File: src/verilog/charger_regs_pkg.sv
package charger_regs_pkg;

	// ****************************************
	// Register map
	// ****************************************
	localparam logic [7:0] STATUS_ADDR = 8'h15;
	localparam logic [7:0] CTRL_ADDR   = 8'h16;
	localparam logic [6:0] TARGET_ADDR = 7'h2A;

	// ****************************************
	// Control register fields and reset values
	// ****************************************
	localparam int         PROG_BIT    = 7;
	localparam int         BSW_BIT     = 6;
	localparam int         STBY_BIT    = 5;
	localparam int         WDT_BIT     = 4;
	localparam int         MODE_MSB    = 3;
	localparam logic       PROG_RST    = 1'b0;
	localparam logic       BSW_RST     = 1'b0;
	localparam logic       STBY_RST    = 1'b0;
	localparam logic       WDT_RST     = 1'b0;
	localparam logic [3:0] MODE_RST    = 4'h5;

	// ****************************************
	// Status codes
	// ****************************************
	localparam logic [2:0] ZONE_NORMAL  = 3'h2;
	localparam logic [2:0] ZONE_HOT     = 3'h4;
	localparam logic [2:0] ZONE_REMOVED = 3'h5;
	localparam logic [2:0] ZONE_MON_OFF = 3'h6;
	localparam logic [1:0] FSW_600K     = 2'h0;
	localparam logic [3:0] DETAIL_THERM = 4'hC;
	localparam logic [7:0] STATUS_RST   = 8'h20;

	// ****************************************
	// Power-path modes
	// ****************************************
	localparam logic [3:0] MODE_CONV    = 4'h4;
	localparam logic [3:0] MODE_CHG_LO  = 4'h5;
	localparam logic [3:0] MODE_CHG_HI  = 4'h7;
	localparam logic [3:0] MODE_REVERSE = 4'hA;

	// ****************************************
	// Serial bus
	// ****************************************
	localparam logic [3:0] BYTE_BITS    = 4'h8;

	typedef struct packed {
		logic       scl;
		logic       sda;
		logic [2:0] therm_zone;
		logic       batt_removed;
		logic       therm_mon_off;
		logic       app_charger;
		logic       cell_three;
		logic       switch_pin;
		logic       standby_hold;
		logic [3:0] details;
	} pin_in_t;

	typedef struct packed {
		logic       charger_on;
		logic       converter_on;
		logic       reverse_on;
	} path_t;

	typedef struct packed {
		logic       host_prog;
		logic       use_resistor;
		logic       clr_suspend;
		logic       batt_sw_off;
		logic       standby;
		logic       wdt_en;
		path_t      path;
		logic [3:0] details;
	} ctrl_out_t;

endpackage

File: src/verilog/pin_sync.sv
`timescale 1ns/1ps
module pin_sync #(
	parameter int W = 15
) (
	// Clock and reset
	input  wire logic         clk,
	input  wire logic         rst_n,
	// Data
	input  wire logic [W-1:0] d_in,
	output logic      [W-1:0] d_out
);

	logic [W-1:0] meta_ff;
	logic [W-1:0] sync_ff;

	assign d_out = sync_ff;

	// ****************************************
	// Two-stage synchroniser per bit
	// ****************************************
	for (genvar i = 0; i < W; i++) begin : g_bit
		always_ff @(posedge clk) begin
			if (!rst_n) begin
				meta_ff[i] <= 1'b0;
				sync_ff[i] <= 1'b0;
			end else begin
				meta_ff[i] <= d_in[i];
				sync_ff[i] <= meta_ff[i];
			end
		end
	end

endmodule

File: src/verilog/charger_status_config_regs.sv
`timescale 1ns/1ps
module charger_status_config_regs (
	// Clock and reset
	input  wire logic       SYS_CLK,
	input  wire logic       RST_N,
	// Serial bus
	input  wire logic       SCL_IN,
	input  wire logic       SDA_IN,
	output logic            SDA_OUT,
	output logic            SDA_OE_N,
	// Live conditions
	input  wire logic [2:0] THERM_ZONE,
	input  wire logic       BATT_REMOVED,
	input  wire logic       THERM_MON_OFF,
	input  wire logic       APP_CHARGER,
	input  wire logic       CELL_THREE,
	input  wire logic       BATT_SWITCH_DISABLE_PIN,
	input  wire logic       STANDBY_HOLD,
	input  wire logic [3:0] CHARGER_STATE_IN,
	// Charger controls
	output logic            HOST_PROG_EN,
	output logic            USE_RESISTOR_SET,
	output logic            CLEAR_RESISTOR_SUSPEND,
	output logic            BATT_SWITCH_OFF,
	output logic            CONVERTER_STANDBY,
	output logic            WATCHDOG_EN,
	output logic            CHARGER_ON,
	output logic            CONVERTER_ON,
	output logic            REVERSE_ON,
	output logic [3:0]      CHARGER_DETAILS
);

	typedef enum logic [3:0] {
		ST_IDLE, ST_ADDR, ST_AACK, ST_PTR, ST_PACK, ST_WDATA, ST_WACK, ST_RDATA, ST_RACK
	} bus_state_t;

	function automatic charger_regs_pkg::path_t mode_decode(input logic [3:0] m);
		charger_regs_pkg::path_t p;
		p = '0;
		if (m == charger_regs_pkg::MODE_CONV) begin
			p.converter_on = 1'b1;
		end else if (m >= charger_regs_pkg::MODE_CHG_LO && m <= charger_regs_pkg::MODE_CHG_HI) begin
			p.converter_on = 1'b1;
			p.charger_on   = 1'b1;
		end else if (m == charger_regs_pkg::MODE_REVERSE) begin
			p.reverse_on = 1'b1;
		end
		return p;
	endfunction

	// ****************************************
	// Input synchronisers
	// ****************************************
	charger_regs_pkg::pin_in_t pins_raw;
	charger_regs_pkg::pin_in_t pins_s;

	assign pins_raw = '{scl: SCL_IN, sda: SDA_IN, therm_zone: THERM_ZONE,
		batt_removed: BATT_REMOVED, therm_mon_off: THERM_MON_OFF,
		app_charger: APP_CHARGER, cell_three: CELL_THREE,
		switch_pin: BATT_SWITCH_DISABLE_PIN, standby_hold: STANDBY_HOLD,
		details: CHARGER_STATE_IN};

	pin_sync #(
		.W     ($bits(charger_regs_pkg::pin_in_t))
	) u_sync (
		.clk   (SYS_CLK),
		.rst_n (RST_N),
		.d_in  (pins_raw),
		.d_out (pins_s)
	);

	// ****************************************
	// Serial target
	// ****************************************
	bus_state_t  state_ff;
	bus_state_t  nxt_state;
	logic [3:0]  cnt_ff;
	logic [3:0]  nxt_cnt;
	logic [7:0]  shift_ff;
	logic [7:0]  nxt_shift;
	logic [7:0]  ptr_ff;
	logic [7:0]  nxt_ptr;
	logic        rw_ff;
	logic        nxt_rw;
	logic        oe_n_ff;
	logic        nxt_oe_n;
	logic        scl_prev_ff;
	logic        sda_prev_ff;
	logic        scl_rise;
	logic        scl_fall;
	logic        start_det;
	logic        stop_det;
	logic        wr_stb;
	logic        do_load;
	logic [7:0]  rd_byte;
	logic [7:0]  status_ff;
	logic [7:0]  ctrl_rd;

	assign scl_rise  = pins_s.scl && !scl_prev_ff;
	assign scl_fall  = !pins_s.scl && scl_prev_ff;
	assign start_det = pins_s.scl && scl_prev_ff && sda_prev_ff && !pins_s.sda;
	assign stop_det  = pins_s.scl && scl_prev_ff && !sda_prev_ff && pins_s.sda;

	always_comb begin
		if (ptr_ff == charger_regs_pkg::STATUS_ADDR) begin
			rd_byte = status_ff;
		end else if (ptr_ff == charger_regs_pkg::CTRL_ADDR) begin
			rd_byte = ctrl_rd;
		end else begin
			rd_byte = 8'h00;
		end
	end

	always_comb begin
		nxt_state = state_ff;
		nxt_cnt   = cnt_ff;
		nxt_shift = shift_ff;
		nxt_ptr   = ptr_ff;
		nxt_rw    = rw_ff;
		nxt_oe_n  = oe_n_ff;
		wr_stb    = 1'b0;
		do_load   = 1'b0;
		if (start_det) begin
			nxt_state = ST_ADDR;
			nxt_cnt   = 4'h0;
			nxt_oe_n  = 1'b1;
		end else if (stop_det) begin
			nxt_state = ST_IDLE;
			nxt_oe_n  = 1'b1;
		end else if (scl_rise) begin
			case (state_ff)
				ST_ADDR, ST_PTR, ST_WDATA: begin
					nxt_shift = {shift_ff[6:0], pins_s.sda};
					nxt_cnt   = cnt_ff + 4'h1;
				end
				ST_RACK: begin
					if (pins_s.sda) begin
						nxt_state = ST_IDLE;
					end
				end
				default: begin
				end
			endcase
		end else if (scl_fall) begin
			case (state_ff)
				ST_ADDR: begin
					if (cnt_ff == charger_regs_pkg::BYTE_BITS) begin
						if (shift_ff[7:1] == charger_regs_pkg::TARGET_ADDR) begin
							nxt_rw    = shift_ff[0];
							nxt_state = ST_AACK;
							nxt_oe_n  = 1'b0;
						end else begin
							nxt_state = ST_IDLE;
						end
					end
				end
				ST_PTR: begin
					if (cnt_ff == charger_regs_pkg::BYTE_BITS) begin
						nxt_ptr   = shift_ff;
						nxt_state = ST_PACK;
						nxt_oe_n  = 1'b0;
					end
				end
				ST_WDATA: begin
					if (cnt_ff == charger_regs_pkg::BYTE_BITS) begin
						wr_stb    = 1'b1;
						nxt_ptr   = ptr_ff + 8'h01;
						nxt_state = ST_WACK;
						nxt_oe_n  = 1'b0;
					end
				end
				ST_AACK: begin
					if (rw_ff) begin
						do_load = 1'b1;
					end else begin
						nxt_state = ST_PTR;
						nxt_cnt   = 4'h0;
						nxt_oe_n  = 1'b1;
					end
				end
				ST_PACK, ST_WACK: begin
					nxt_state = ST_WDATA;
					nxt_cnt   = 4'h0;
					nxt_oe_n  = 1'b1;
				end
				ST_RDATA: begin
					if (cnt_ff == charger_regs_pkg::BYTE_BITS) begin
						nxt_state = ST_RACK;
						nxt_oe_n  = 1'b1;
					end else begin
						nxt_oe_n  = shift_ff[7];
						nxt_shift = {shift_ff[6:0], 1'b0};
						nxt_cnt   = cnt_ff + 4'h1;
					end
				end
				ST_RACK: begin
					do_load = 1'b1;
				end
				default: begin
				end
			endcase
			if (do_load) begin
				nxt_oe_n  = rd_byte[7];
				nxt_shift = {rd_byte[6:0], 1'b0};
				nxt_cnt   = 4'h1;
				nxt_ptr   = ptr_ff + 8'h01;
				nxt_state = ST_RDATA;
			end
		end
	end

	always_ff @(posedge SYS_CLK) begin
		if (!RST_N) begin
			state_ff    <= ST_IDLE;
			cnt_ff      <= 4'h0;
			shift_ff    <= 8'h00;
			ptr_ff      <= 8'h00;
			rw_ff       <= 1'b0;
			oe_n_ff     <= 1'b1;
			scl_prev_ff <= 1'b1;
			sda_prev_ff <= 1'b1;
		end else begin
			state_ff    <= nxt_state;
			cnt_ff      <= nxt_cnt;
			shift_ff    <= nxt_shift;
			ptr_ff      <= nxt_ptr;
			rw_ff       <= nxt_rw;
			oe_n_ff     <= nxt_oe_n;
			scl_prev_ff <= pins_s.scl;
			sda_prev_ff <= pins_s.sda;
		end
	end

	// ****************************************
	// Control and status registers
	// ****************************************
	logic       prog_ff;
	logic       nxt_prog;
	logic       bsw_ff;
	logic       nxt_bsw;
	logic       stby_ff;
	logic       nxt_stby;
	logic       wdt_ff;
	logic       nxt_wdt;
	logic [3:0] mode_ff;
	logic [3:0] nxt_mode;
	logic [7:0] nxt_status;
	logic [2:0] zone;
	logic       ctrl_wr;

	assign ctrl_wr = wr_stb && ptr_ff == charger_regs_pkg::CTRL_ADDR;

	always_comb begin
		nxt_prog = prog_ff;
		nxt_bsw  = bsw_ff;
		nxt_stby = stby_ff;
		nxt_wdt  = wdt_ff;
		nxt_mode = mode_ff;
		if (ctrl_wr) begin
			nxt_prog = prog_ff | shift_ff[charger_regs_pkg::PROG_BIT];
			nxt_bsw  = shift_ff[charger_regs_pkg::BSW_BIT];
			nxt_stby = shift_ff[charger_regs_pkg::STBY_BIT];
			nxt_wdt  = shift_ff[charger_regs_pkg::WDT_BIT];
			nxt_mode = shift_ff[charger_regs_pkg::MODE_MSB:0];
		end
		if (pins_s.therm_mon_off) begin
			zone = charger_regs_pkg::ZONE_MON_OFF;
		end else if (pins_s.batt_removed) begin
			zone = charger_regs_pkg::ZONE_REMOVED;
		end else if (pins_s.therm_zone > charger_regs_pkg::ZONE_HOT) begin
			zone = charger_regs_pkg::ZONE_HOT;
		end else begin
			zone = pins_s.therm_zone;
		end
		nxt_status = {1'b0, zone, pins_s.app_charger,
			charger_regs_pkg::FSW_600K, pins_s.cell_three};
	end

	// Switch and standby read back the effective state
	assign ctrl_rd = {prog_ff, bsw_ff | pins_s.switch_pin,
		stby_ff | pins_s.standby_hold, wdt_ff, mode_ff};

	always_ff @(posedge SYS_CLK) begin
		if (!RST_N) begin
			prog_ff   <= charger_regs_pkg::PROG_RST;
			bsw_ff    <= charger_regs_pkg::BSW_RST;
			stby_ff   <= charger_regs_pkg::STBY_RST;
			wdt_ff    <= charger_regs_pkg::WDT_RST;
			mode_ff   <= charger_regs_pkg::MODE_RST;
			status_ff <= charger_regs_pkg::STATUS_RST;
		end else begin
			prog_ff   <= nxt_prog;
			bsw_ff    <= nxt_bsw;
			stby_ff   <= nxt_stby;
			wdt_ff    <= nxt_wdt;
			mode_ff   <= nxt_mode;
			status_ff <= nxt_status;
		end
	end

	// ****************************************
	// Registered outputs
	// ****************************************
	charger_regs_pkg::ctrl_out_t out_ff;
	charger_regs_pkg::ctrl_out_t nxt_out;
	logic                        therm_cond;

	always_comb begin
		therm_cond = status_ff[6:4] != charger_regs_pkg::ZONE_NORMAL &&
			status_ff[6:4] != charger_regs_pkg::ZONE_MON_OFF;
		nxt_out              = '0;
		nxt_out.host_prog    = prog_ff;
		nxt_out.use_resistor = !prog_ff;
		nxt_out.clr_suspend  = ctrl_wr && shift_ff[charger_regs_pkg::PROG_BIT];
		nxt_out.batt_sw_off  = ctrl_rd[charger_regs_pkg::BSW_BIT];
		nxt_out.standby      = ctrl_rd[charger_regs_pkg::STBY_BIT];
		nxt_out.wdt_en       = wdt_ff;
		if (!ctrl_rd[charger_regs_pkg::STBY_BIT]) begin
			nxt_out.path = mode_decode(mode_ff);
		end
		nxt_out.details = therm_cond ? charger_regs_pkg::DETAIL_THERM : pins_s.details;
	end

	always_ff @(posedge SYS_CLK) begin
		if (!RST_N) begin
			out_ff  <= '0;
			SDA_OUT <= 1'b0;
		end else begin
			out_ff  <= nxt_out;
			SDA_OUT <= 1'b0;
		end
	end

	assign SDA_OE_N               = oe_n_ff;
	assign HOST_PROG_EN           = out_ff.host_prog;
	assign USE_RESISTOR_SET       = out_ff.use_resistor;
	assign CLEAR_RESISTOR_SUSPEND = out_ff.clr_suspend;
	assign BATT_SWITCH_OFF        = out_ff.batt_sw_off;
	assign CONVERTER_STANDBY      = out_ff.standby;
	assign WATCHDOG_EN            = out_ff.wdt_en;
	assign CHARGER_ON             = out_ff.path.charger_on;
	assign CONVERTER_ON           = out_ff.path.converter_on;
	assign REVERSE_ON             = out_ff.path.reverse_on;
	assign CHARGER_DETAILS        = out_ff.details;
endmodule

File: config.mk
export PLATFORM = sky130hd
export DESIGN_NAME = charger_status_config_regs
export DESIGN_NICKNAME = d
export VERILOG_FILES = /design/src/verilog/charger_regs_pkg.sv /design/src/verilog/pin_sync.sv /design/src/verilog/charger_status_config_regs.sv
export SDC_FILE = /design/constraint.sdc
export NUM_CORES = 1
export LEC_CHECK = 0
export BUFFER_PORTS_ARGS = -buffer_cell sky130_fd_sc_hd__buf_4
export CAP_MARGIN = 20
export CORE_MARGIN = 2
export CORE_UTILIZATION = 30
export DETAILED_ROUTE_END_ITERATION = 8
export GPL_TIMING_DRIVEN = 1
export HOLD_SLACK_MARGIN = 0.03
export SLEW_MARGIN = 20
export SYNTH_ARGS = -nofsm -noshare
export SYNTH_HDL_FRONTEND = slang
export SYNTH_SLANG_ARGS = --single-unit
File: constraint.sdc
create_clock -name SYS_CLK -period 1.86 [get_ports SYS_CLK]
set_clock_uncertainty 0.15 [all_clocks]
set_input_delay 0.372 -clock SYS_CLK [delete_from_list [all_inputs] [get_ports SYS_CLK]]
set_output_delay 0.372 -clock SYS_CLK [all_outputs]
set_load 0.01 [all_outputs]
==> impl_results.md, run 1 <==
* Root Driver: sky130_fd_sc_hd__clkbuf_16
* Portion of the clock cycle consumed by the worst path in the final layout at 1.03
* Overall die area at 0.0127 mm2
* Post-detailed-placement half-perimeter wirelength at 6020 um
* Worst endpoint required time at 1960 ps
* Clock network latency to the later pin of the worst-skew pair at 330 ps
* Number of flops mapped to enable cells by yosys at 0
* Critical Path, Cell by Cell: inv_2 > ha_4 > and3b_2 > nand2_4 > buf_4 > a211o_4 > o21bai_1 > a21oi_1
* Final number of max-transition violations at 0
* Crit path from: cnt_ff[1]$_SDFFE_PP0P_
* Power density of the placed cells at 775 mW/mm2
* Total Routing Usage GR at 0.135
* Iter 0 DRT Violations at 108
* Number of design rule violations left after detail routing at 0
* Arrival time of the worst setup path at 2030 ps
* Count of yosys warnings during synthesis at 0
* Most frequent standard cell in the layout excluding fill and tap cells: sky130_fd_sc_hd__buf_4
* Reg clk slew, reported paths at 60 ps
* Leading cell types in the layout, fill and taps excluded: 98 x sky130_fd_sc_hd__buf_4, 72 x sky130_fd_sc_hd__dfxtp_1, 38 x sky130_fd_sc_hd__and2_1
* Synth Net Count at 405
* Worst-path fanout max at 5
* Multi-input gate area in the final layout at 0.00192 mm2
* Height of the chip at 113 um
* Die boundary width at 113 um
* Boundary Pins at 32
* Accumulated negative setup slack at -325 ps
* Antenna Nets Post-Route at 0
* Worst Setup Slack, final at -62.9 ps
* I/O Buffers at 30
* Sort of element at the end of the critical path: flop
* Via-to-Cell Ratio at 4.80
* Kind of cell with the highest combined delay on the critical path: compound AO/OA/AOI/OAI gates
* Vias in the first global route at 2847
* Setup Crit Path Kind: flop to flop
* Proportion of synthesized flip-flops having asynchronous set or reset at 0
* Total detailed-routing wirelength at 8470 um
* Antenna diode count at 0
* Minimum hold slack at 92.6 ps
* Crit path buf inv count at 2
* Util after Layout at 0.434
* Peak Freq at 520 MHz
* Wire length per cell at 13.6 um
* Number of library cell types mapped by synthesis at 59
* Instance area after placement at 0.00436 mm2
* Growth of design area from synthesis to finish at 40.4%
* Failing checks: negative setup slack
* Endpoints failing setup at 13
* Result of the run: finished with violations
* Gr ovfl total at 0
* Global-route wire length before repair at 13800 um
* Slowest stage cell, crit path: sky130_fd_sc_hd__a211o_4
* Reg area at 0.00171 mm2
* Minimum clock period after layout at 1920 ps
* Via count at 2999
* Worst setup slack after placement at -276 ps
* Share of the yosys chip area belonging to registers at 0.474
* Number of detailed-route iterations in the first pass at 4
* H-tree levels at 3
* Count of maximum capacitance violations at 0
* Last weighted congestion value of the routability-driven placer at 0.912
* Share of layout cells above drive strength 1 at 0.359
* Worst hold path type: primary input to flop
* Reg2Reg Launch Point: cnt_ff[1]$_SDFFE_PP0P_
* # fillers at 1105
* Rel. slew slack at 0.629
* Number of sinks on the clock net at 84
* Post-synthesis instance area at 0.00355 mm2
* Initial core utilization at 0.309
* Slowest cell delay on critical path at 370 ps
* Startpoint Class: flop
* Summed area of non-filler cells in the final layout at 0.00498 mm2
* FP Rows at 39
* Leakage at 2.01 nW
* Count of state elements after synthesis at 84
* Worst IR Drop VDD at 0.000500 V
* Antenna violations before repair at 0
* Number of nets at the end of the flow at 503
* RSZ-0062 raised after global routing: true
* Final number of hold-violating endpoints at 0
* Std-Cell Core Area at 0.0115 mm2
* Synthesized instance count at 380
* Worst min-delay path startpoint: THERM_MON_OFF
* Maximum count of clock buffers along a single path at 2
* Pin count of the biggest net entering global routing at 27
* Transition time of the tightest slew-check pin at 556 ps
* TritonCTS clock tree: done
* Most instantiated flip-flop cell in the synthesis netlist: sky130_fd_sc_hd__dfxtp_1
* Hold-fix buffer count after cts at 0
* Synth Area per Inst at 9.33 um2
* Num CTS Buffers at 9
-- worst reg2reg max path, delay by kind of cell, from the launching register on --
family,cells,cell delay [ps]
flip-flops,1,320
buffers and inverters,2,220
AO/OA/AOI/OAI,3,660
AND/OR/NAND/NOR,2,380
adder cells (fa/ha/maj),1,110
-- sequential cells by signal, indices dropped and copies added, names as in the netlist, 5 cells and up --
register        cells
u_sync.d_out       15
ptr_ff              8
status_ff           5
u_sync.meta_ff     15
shift_ff            8
-- timing repair --
item / 4_1_cts / 5_1_grt
gates resized for setup: 36 / 27
pin swaps: 7 / 14
buffers inserted: 10 / 3
endpoints found under the setup margin: 33 / 35
gates cloned: 0 / 1
-- area by class of cell --
class | count | area share
inverter | 13 | 0.00980
tap | 143 | 0.0359
sequential | 84 | 0.343
clock buffer | 9 | 0.0452
clock inverter | 6 | 0.0141
timing repair buffer | 105 | 0.166
multi-input combinational | 265 | 0.386
-- report_power, final --
group | switching (mW) | total [mW] | leakage, nW | internal, mW
combinational | 0.101 | 0.215 | 1.17 | 0.114
clock | 0.734 | 1.78 | 0.147 | 1.05
sequential | 0.0207 | 1.86 | 0.694 | 1.84
-- worst paths after layout --
kind | to | slack, ps | cells after the start
setup / recovery | state_ff[1]$_SDFFE_PP0P_ | -60 | 8
hold / removal | u_sync.meta_ff[8]$_SDFF_PN0_ | 90 | 2
setup reg to reg | state_ff[1]$_SDFFE_PP0P_ | -60 | 8
hold reg to reg | u_sync.d_out[11]$_SDFF_PN0_ | 280 | 1
-- cell usage after synthesis (3+ instances only) --
cell type	count	area, um2
sky130_fd_sc_hd__a21o_1	5	37.5
sky130_fd_sc_hd__a21oi_1	20	100
sky130_fd_sc_hd__a22o_1	3	26.3
sky130_fd_sc_hd__a31oi_1	3	18.8
sky130_fd_sc_hd__and2_1	39	244
sky130_fd_sc_hd__and3_1	7	43.8
sky130_fd_sc_hd__buf_2	7	35.0
sky130_fd_sc_hd__buf_4	3	22.5
sky130_fd_sc_hd__clkbuf_1	8	30.0
sky130_fd_sc_hd__dfxtp_1	84	1680
sky130_fd_sc_hd__ha_1	8	100
sky130_fd_sc_hd__inv_1	13	48.8
sky130_fd_sc_hd__mux2i_1	16	160
sky130_fd_sc_hd__nand2_1	25	93.8
sky130_fd_sc_hd__nand2b_1	11	68.8
sky130_fd_sc_hd__nand3_1	11	55.1
sky130_fd_sc_hd__nand3b_1	5	37.5
sky130_fd_sc_hd__nor2_1	31	116
sky130_fd_sc_hd__nor2b_1	4	25.0
sky130_fd_sc_hd__nor3_1	6	30.0
sky130_fd_sc_hd__o21ai_0	10	50.1
sky130_fd_sc_hd__o21bai_1	3	22.5
sky130_fd_sc_hd__o22ai_1	5	31.3
sky130_fd_sc_hd__o32ai_1	3	26.3
sky130_fd_sc_hd__or3_1	3	18.8
-- per-layer routing --
metal	global-route usage	wire, um
met1	0.181	4100
met2	0.215	4020
met3	0.0311	249
met4	0.0463	104
met5	0	0
-- metrics by stage --
step           total power, mW  std cells
2_1_floorplan             2.00        380
3_3_place_gp              2.10        597
3_5_place_dp              2.10        597
4_1_cts                   3.91        622
5_1_grt                   4.02        625
6_report                  3.86        625
-- logic make-up (layout without fill, tap and decap cells) --
kind of cell	count (synthesis)	count (layout)	synth area share
XOR/XNOR	2	2	0.00494
other	1	1	0.00106
adder cells (fa/ha/maj)	8	8	0.0282
AND/OR/NAND/NOR	163	163	0.264
AO/OA/AOI/OAI	75	75	0.144
flip-flops	84	84	0.474
multiplexers	16	16	0.0452
buffers and inverters	31	133	0.0385
(Power assumes the default switching activity.)
==> run 2: changes to the inputs <==
--- a/config.mk
+++ b/config.mk
@@ -5,6 +5,7 @@
 export SDC_FILE = /design/constraint.sdc
 export NUM_CORES = 1
 export LEC_CHECK = 0
+export ABC_AREA = 1
 export BUFFER_PORTS_ARGS = -buffer_cell sky130_fd_sc_hd__buf_4
 export CAP_MARGIN = 20
 export CORE_MARGIN = 2
==> impl_results.md, run 2 <==
* Initial core utilization at 0.307
* Number of library cell types mapped by synthesis at 28
* Total Routing Usage GR at 0.128
* TritonCTS clock tree: done
* Via-to-Cell Ratio at 4.41
* Worst endpoint required time at 1990 ps
* Cell type with the highest aggregate area in the netlist: sky130_fd_sc_hd__dfxtp_1
* Worst hold path type: primary input to flop
* Util after Layout at 0.401
* Endpoints failing setup at 0
* Via count at 3244
* Accumulated negative setup slack at 0 ps
* Count of state elements after synthesis at 84
* Wire length per cell at 11.1 um
* Root Driver: sky130_fd_sc_hd__clkbuf_16
* Clock network latency to the later pin of the worst-skew pair at 340 ps
* # fillers at 1187
* Number of flops mapped to enable cells by yosys at 0
* Startpoint Class: flop
* Synth Area per Inst at 7.09 um2
* Setup Crit Path Kind: flop to flop
* Synth Net Count at 543
* Number of nets at the end of the flow at 608
* Synthesized instance count at 518
* Final number of max-transition violations at 0
* Std-Cell Core Area at 0.0120 mm2
* Worst setup slack after placement at -71.4 ps
* FP Rows at 40
* Slowest cell delay on critical path at 340 ps
* Power density of the placed cells at 1170 mW/mm2
* Growth of design area from synthesis to finish at 30.4%
* Total detailed-routing wirelength at 8130 um
* Antenna diode count at 0
* Portion of the clock cycle consumed by the worst path in the final layout at 0.977
* Count of yosys warnings during synthesis at 0
* Sum of internal, switching and leakage power at 5.60 mW
* I/O Buffers at 30
* Vias in the first global route at 3017
* Count of maximum capacitance violations at 0
* Slowest stage cell, crit path: sky130_fd_sc_hd__dfxtp_2
* Leading post-synthesis cells by instance count: 97 x sky130_fd_sc_hd__nand2_1, 89 x sky130_fd_sc_hd__inv_1, 84 x sky130_fd_sc_hd__dfxtp_1, 81 x sky130_fd_sc_hd__nor2_1, 38 x sky130_fd_sc_hd__o21ai_0
* Maximum count of clock buffers along a single path at 2
* Critical Path, Cell by Cell: inv_2 > ha_4 > nand2_2 > nor2_4 > nand2_2 > inv_2 > nor2_1 > nor2_2 > nor2_4 > inv_4 > nand2_1 > a21oi_2
* Most instantiated flip-flop cell in the synthesis netlist: sky130_fd_sc_hd__dfxtp_1
* Post-detailed-placement half-perimeter wirelength at 5550 um
* Worst-path fanout max at 8
* Share of the yosys chip area belonging to registers at 0.458
* Die boundary width at 115 um
* Global-route wire length before repair at 13500 um
* Most frequent cell after synthesis: sky130_fd_sc_hd__nand2_1
* Antenna Nets Post-Route at 0
* Antenna violations before repair at 0
* Worst IR Drop VDD at 0.000509 V
* Top cells by area, synth: sky130_fd_sc_hd__dfxtp_1 46%, sky130_fd_sc_hd__nand2_1 9.9%, sky130_fd_sc_hd__inv_1 9.1%, sky130_fd_sc_hd__nor2_1 8.3%, sky130_fd_sc_hd__o21ai_0 5.2%
* Iter 0 DRT Violations at 205
* Worst Setup Slack, final at 42.7 ps
* Number of sinks on the clock net at 84
* Overall die area at 0.0131 mm2
* Minimum clock period after layout at 1820 ps
* Final number of hold-violating endpoints at 0
* Hold-fix buffer count after cts at 0
* H-tree levels at 3
* Peak Freq at 550 MHz
* Height of the chip at 115 um
* Pin count of the biggest net entering global routing at 24
* Most frequent standard cell in the layout excluding fill and tap cells: sky130_fd_sc_hd__nand2_1
* Proportion of synthesized flip-flops having asynchronous set or reset at 0
* Reg clk slew, reported paths at 70 ps
* Number of detailed-route iterations in the first pass at 4
* Sort of element at the end of the critical path: flop
* Post-synthesis instance area at 0.00367 mm2
* Leading cell types in the layout, fill and taps excluded: 92 x sky130_fd_sc_hd__nand2_1, 80 x sky130_fd_sc_hd__inv_1, 76 x sky130_fd_sc_hd__dfxtp_1
* Post-synth top area share at 0.458
* Boundary Pins at 32
* Number of design rule violations left after detail routing at 0
* Num CTS Buffers at 9
* Result of the run: completed
* Arrival time of the worst setup path at 1940 ps
* Last weighted congestion value of the routability-driven placer at 0.839
* Leakage at 2.33 nW
* RSZ-0062 raised after global routing: true
* Share of layout cells above drive strength 1 at 0.243
* Gr ovfl total at 0
-- run 2: cell type report --
class	count	area (um2)	share of cell area
Sequential cell	84	1700	0.355
Inverter	94	358	0.0747
Clock buffer	10	239	0.0499
Timing Repair inverter	1	7.51	0.00157
Clock inverter	6	91.3	0.0191
Timing Repair Buffer	62	485	0.101
Multi-Input combinational cell	331	1730	0.360
Tap cell	147	184	0.0384
-- run 2: logic make-up after synthesis --
| group | share of synthesized area |
|---|---|
| fa+ha+maj | 0.0272 |
| compound gates | 0.101 |
| other cells | 0.00102 |
| flops | 0.458 |
| xor+xnor | 0.0167 |
| simple gates | 0.281 |
| buf+inv | 0.114 |
-- run 2: critical path: cells and delay by family (launching register included) --
kind | cells | cell delay (ps)
AND/OR/NAND/NOR | 7 | 770
flip-flops | 1 | 340
buffers and inverters | 3 | 240
adder cells (fa/ha/maj) | 1 | 130
AO/OA/AOI/OAI | 1 | 120
-- run 2: worst paths after layout --
path | start | end | slack, ps | cells past startpoint
hold reg to reg | u_sync.meta_ff[5]$_SDFF_PN0_ | u_sync.d_out[5]$_SDFF_PN0_ | 260 | 2
setup reg to reg | cnt_ff[0]$_SDFFE_PP0P_ | shift_ff[3]$_SDFFE_PN0P_ | 40 | 12
hold / removal | CELL_THREE | u_sync.meta_ff[6]$_SDFF_PN0_ | 60 | 3
setup / recovery | cnt_ff[0]$_SDFFE_PP0P_ | shift_ff[3]$_SDFFE_PN0P_ | 40 | 12
-- run 2: report_power, final --
part	switching, mW	internal, mW
clock network	0.734	1.22
logic	0.905	0.616
registers	0.150	1.97
total	1.79	3.81
-- run 2: through the flow --
step	area, um2	cells	hold slack [ps]
6_report	4790	735	63.2
2_1_floorplan	3670	518	240
3_3_place_gp	4170	702	245
4_1_cts	4520	719	51.3
5_1_grt	4790	735	60.2
3_5_place_dp	4170	702	246
-- run 2: layer usage --
metal | GRT usage | wire length [um] | vias to the layer above | share of wire
li1 | - | - | 1734 | -
met1 | 0.172 | 3870 | 1422 | 0.48
met2 | 0.197 | 3550 | 75 | 0.44
met3 | 0.0365 | 523 | 13 | 0.064
met4 | 0.0455 | 187 | 0 | 0.023
met5 | 0 | 0 | - | 0
-- run 2: what timing repair did --
action                                  CTS  global route
gates cloned                              1             3
gates resized for setup                   3            60
buffers inserted                          0            13
pin swaps                                 1            19
endpoints found under the setup margin    8            31
==> run 3: changes to the inputs <==
==> constraint.sdc (replaced) <==
create_clock -name SYS_CLK -period 1.5 [get_ports SYS_CLK]
set_clock_uncertainty 0.15 [all_clocks]
set_input_delay 0.3 -clock SYS_CLK [delete_from_list [all_inputs] [get_ports SYS_CLK]]
set_output_delay 0.3 -clock SYS_CLK [all_outputs]
set_load 0.01 [all_outputs]
==> impl_results.md, run 3 (synthesis results as in run 2) <==
* Result of the run: finished with violations
* Failing checks: negative setup slack
* Peak Freq at 542 MHz
* Iter 0 DRT Violations at 191
* Final number of hold-violating endpoints at 0
* Critical Path, Cell by Cell: nand2_1 > inv_1 > nand2_2 > nand2_4 > buf_4 > nor2_2 > inv_1 > nand2_4 > clkinvlp_4 > o21ai_1 > a21oi_1
* Std-Cell Core Area at 0.0120 mm2
* Initial core utilization at 0.307
* Worst hold path type: primary input to flop
* Leakage at 2.78 nW
* Endpoints failing setup at 35
* Reg-to-reg endpoint: ptr_ff[5]$_SDFFE_PN0P_
* Sort of element at the end of the critical path: flop
* Sw frac at 0.320
* Height of the chip at 115 um
* Worst-path fanout max at 8
* Die boundary width at 115 um
* Maximum count of clock buffers along a single path at 2
* Sequential cell fraction of total power at 0.325
* Total detailed-routing wirelength at 9790 um
* Number of design rule violations left after detail routing at 0
* Minimum clock period after layout at 1850 ps
* Reg clk slew, reported paths at 70 ps
* Number of instances in the placed design at 754
* Instance area after placement at 0.00465 mm2
* CP Depth at 11
* H-tree levels at 3
* Overall die area at 0.0131 mm2
* Startpoint Class: flop
* Antenna Nets Post-Route at 0
* Post-detailed-placement half-perimeter wirelength at 6550 um
* Most frequent standard cell in the layout excluding fill and tap cells: sky130_fd_sc_hd__buf_4
* Power density of the placed cells at 1400 mW/mm2
* Total Routing Usage GR at 0.152
* Final number of max-transition violations at 0
* Via count at 3564
* Share of layout cells above drive strength 1 at 0.380
* Arrival time of the worst setup path at 1940 ps
* Pin count of the biggest net entering global routing at 33
* Number of nets at the end of the flow at 679
* Global-route wire length before repair at 15700 um
* Slowest stage cell, crit path: sky130_fd_sc_hd__dfxtp_4
* Last weighted congestion value of the routability-driven placer at 0.834
* Crit path from: state_ff[1]$_SDFFE_PP0P_
* Worst Setup Slack, final at -346 ps
* Antenna violations before repair at 0
* R2r setup slk at -350 ps
* Clock network latency to the later pin of the worst-skew pair at 350 ps
* Gr ovfl total at 0
* RSZ-0062 raised after global routing: true
* Root Driver: sky130_fd_sc_hd__clkbuf_16
* Leading cell types in the layout, fill and taps excluded: 106 x sky130_fd_sc_hd__buf_4, 86 x sky130_fd_sc_hd__nand2_1, 76 x sky130_fd_sc_hd__dfxtp_1
* Gate power share at 0.350
* Register-to-Register Path Depth at 11
* Summed area of non-filler cells in the final layout at 0.00574 mm2
* Via-to-Cell Ratio at 4.43
* Clock network power share at 0.325
* Crit path buf inv count at 4
* Num CTS Buffers at 9
* TritonCTS clock tree: done
* Destination of the critical timing path: ptr_ff[5]$_SDFFE_PN0P_
* Internal power component at 5.48 mW
* Antenna diode count at 0
* Worst IR Drop VDD at 0.000685 V
* Reg2Reg Launch Point: state_ff[1]$_SDFFE_PP0P_
* Vias in the first global route at 3351
* I/O Buffers at 30
* Setup Crit Path Kind: flop to flop
* Kind of cell with the highest combined delay on the critical path: simple AND/OR/NAND/NOR gates
* Slowest cell delay on critical path at 380 ps
* Growth of design area from synthesis to finish at 56.4%
* Worst endpoint required time at 1590 ps
* Final cell count without fillers at 805
* NetSw at 2.57 mW
* Count of maximum capacitance violations at 0
* Portion of the clock cycle consumed by the worst path in the final layout at 1.23
* Boundary Pins at 32
* Wire length per cell at 12.2 um
* Number of sinks on the clock net at 84
* Number of detailed-route iterations in the first pass at 4
* FP Rows at 40
## run 3: changes by cell type in the layout (fill, tap and decap cells not counted), moves of 9 or more
cell,previous run,this run
sky130_fd_sc_hd__o21ai_2,2,13
sky130_fd_sc_hd__dlygate4sd3_1,0,15
sky130_fd_sc_hd__nor2_1,74,64
sky130_fd_sc_hd__buf_4,59,106
sky130_fd_sc_hd__o21ai_0,32,12
sky130_fd_sc_hd__o21ai_1,6,15
sky130_fd_sc_hd__a21oi_2,3,12
sky130_fd_sc_hd__nor2_4,7,18
sky130_fd_sc_hd__a21oi_1,27,17
## run 3: worst min-delay path: cells and delay by family
family	cells	cell delay, ps
buf+inv	1	180
compound gates	2	110
## run 3: through the flow
step / setup WS, ps / util / total power, mW / TNS, ps / hold slack, ps
6_report: -346 / 0.480 / 8.05 / -7900 / 140
5_1_grt: -431 / 0.480 / 8.53 / -11130 / 138
4_1_cts: -257 / 0.452 / 7.72 / -6550 / 123
3_5_place_dp: -367 / 0.388 / 4.75 / -7640 / 249
3_3_place_gp: -288 / 0.388 / 4.70 / -6320 / 244
2_1_floorplan: -139 / - / 3.89 / -1810 / 240
## run 3: worst min path at each step
stage	from	to	slack [ps]	cells past startpoint
6_report	RST_N	mode_ff[3]$_SDFFE_PN0N_	140	3
5_1_grt	RST_N	mode_ff[3]$_SDFFE_PN0N_	140	3
4_1_cts	RST_N	state_ff[0]$_SDFFE_PN0P_	120	3
3_5_place_dp	u_sync.meta_ff[2]$_SDFF_PN0_	u_sync.d_out[2]$_SDFF_PN0_	250	2
3_3_place_gp	u_sync.meta_ff[1]$_SDFF_PN0_	u_sync.d_out[1]$_SDFF_PN0_	240	2
2_1_floorplan	u_sync.meta_ff[14]$_SDFF_PN0_	u_sync.d_out[14]$_SDFF_PN0_	240	2
## run 3: repair_timing
action | 4_1_cts | 5_1_grt
gates resized for setup | 59 | 76
buffers inserted | 11 | 10
hold buffers | 15 | 0
hold endpoints to repair | 15 | 0
gates cloned | 2 | 0
endpoints found under the setup margin | 35 | 35
pin swaps | 18 | 35
## run 3: routing by layer
| metal | share of wire | GRT usage | routed length, um |
|---|---|---|---|
| met3 | 0.042 | 0.0482 | 409 |
| met4 | 0.014 | 0.0618 | 135 |
| met1 | 0.44 | 0.186 | 4300 |
| met2 | 0.51 | 0.248 | 4950 |
| met5 | 0 | 0 | 0 |
## run 3: power groups by stage
stage | Clock (mW) | Combinational [mW] | Sequential (mW)
floorplan | 0 | 1.24 | 2.65
detailed placement | 0 | 2.10 | 2.65
finish | 2.62 | 2.82 | 2.62
global route | 2.77 | 3.11 | 2.64
CTS | 2.67 | 2.45 | 2.60
global placement | 0 | 2.06 | 2.64
## run 3: cell type report
cell class	count	area, um2
fillers	1087	6220
multi-input cells	329	1990
flip-flops and latches	84	1700
repair buffers	135	1140
inverters	94	370
clock buffers	10	239
well taps	147	184
clock inverters	5	108
repair inverters	1	7.51
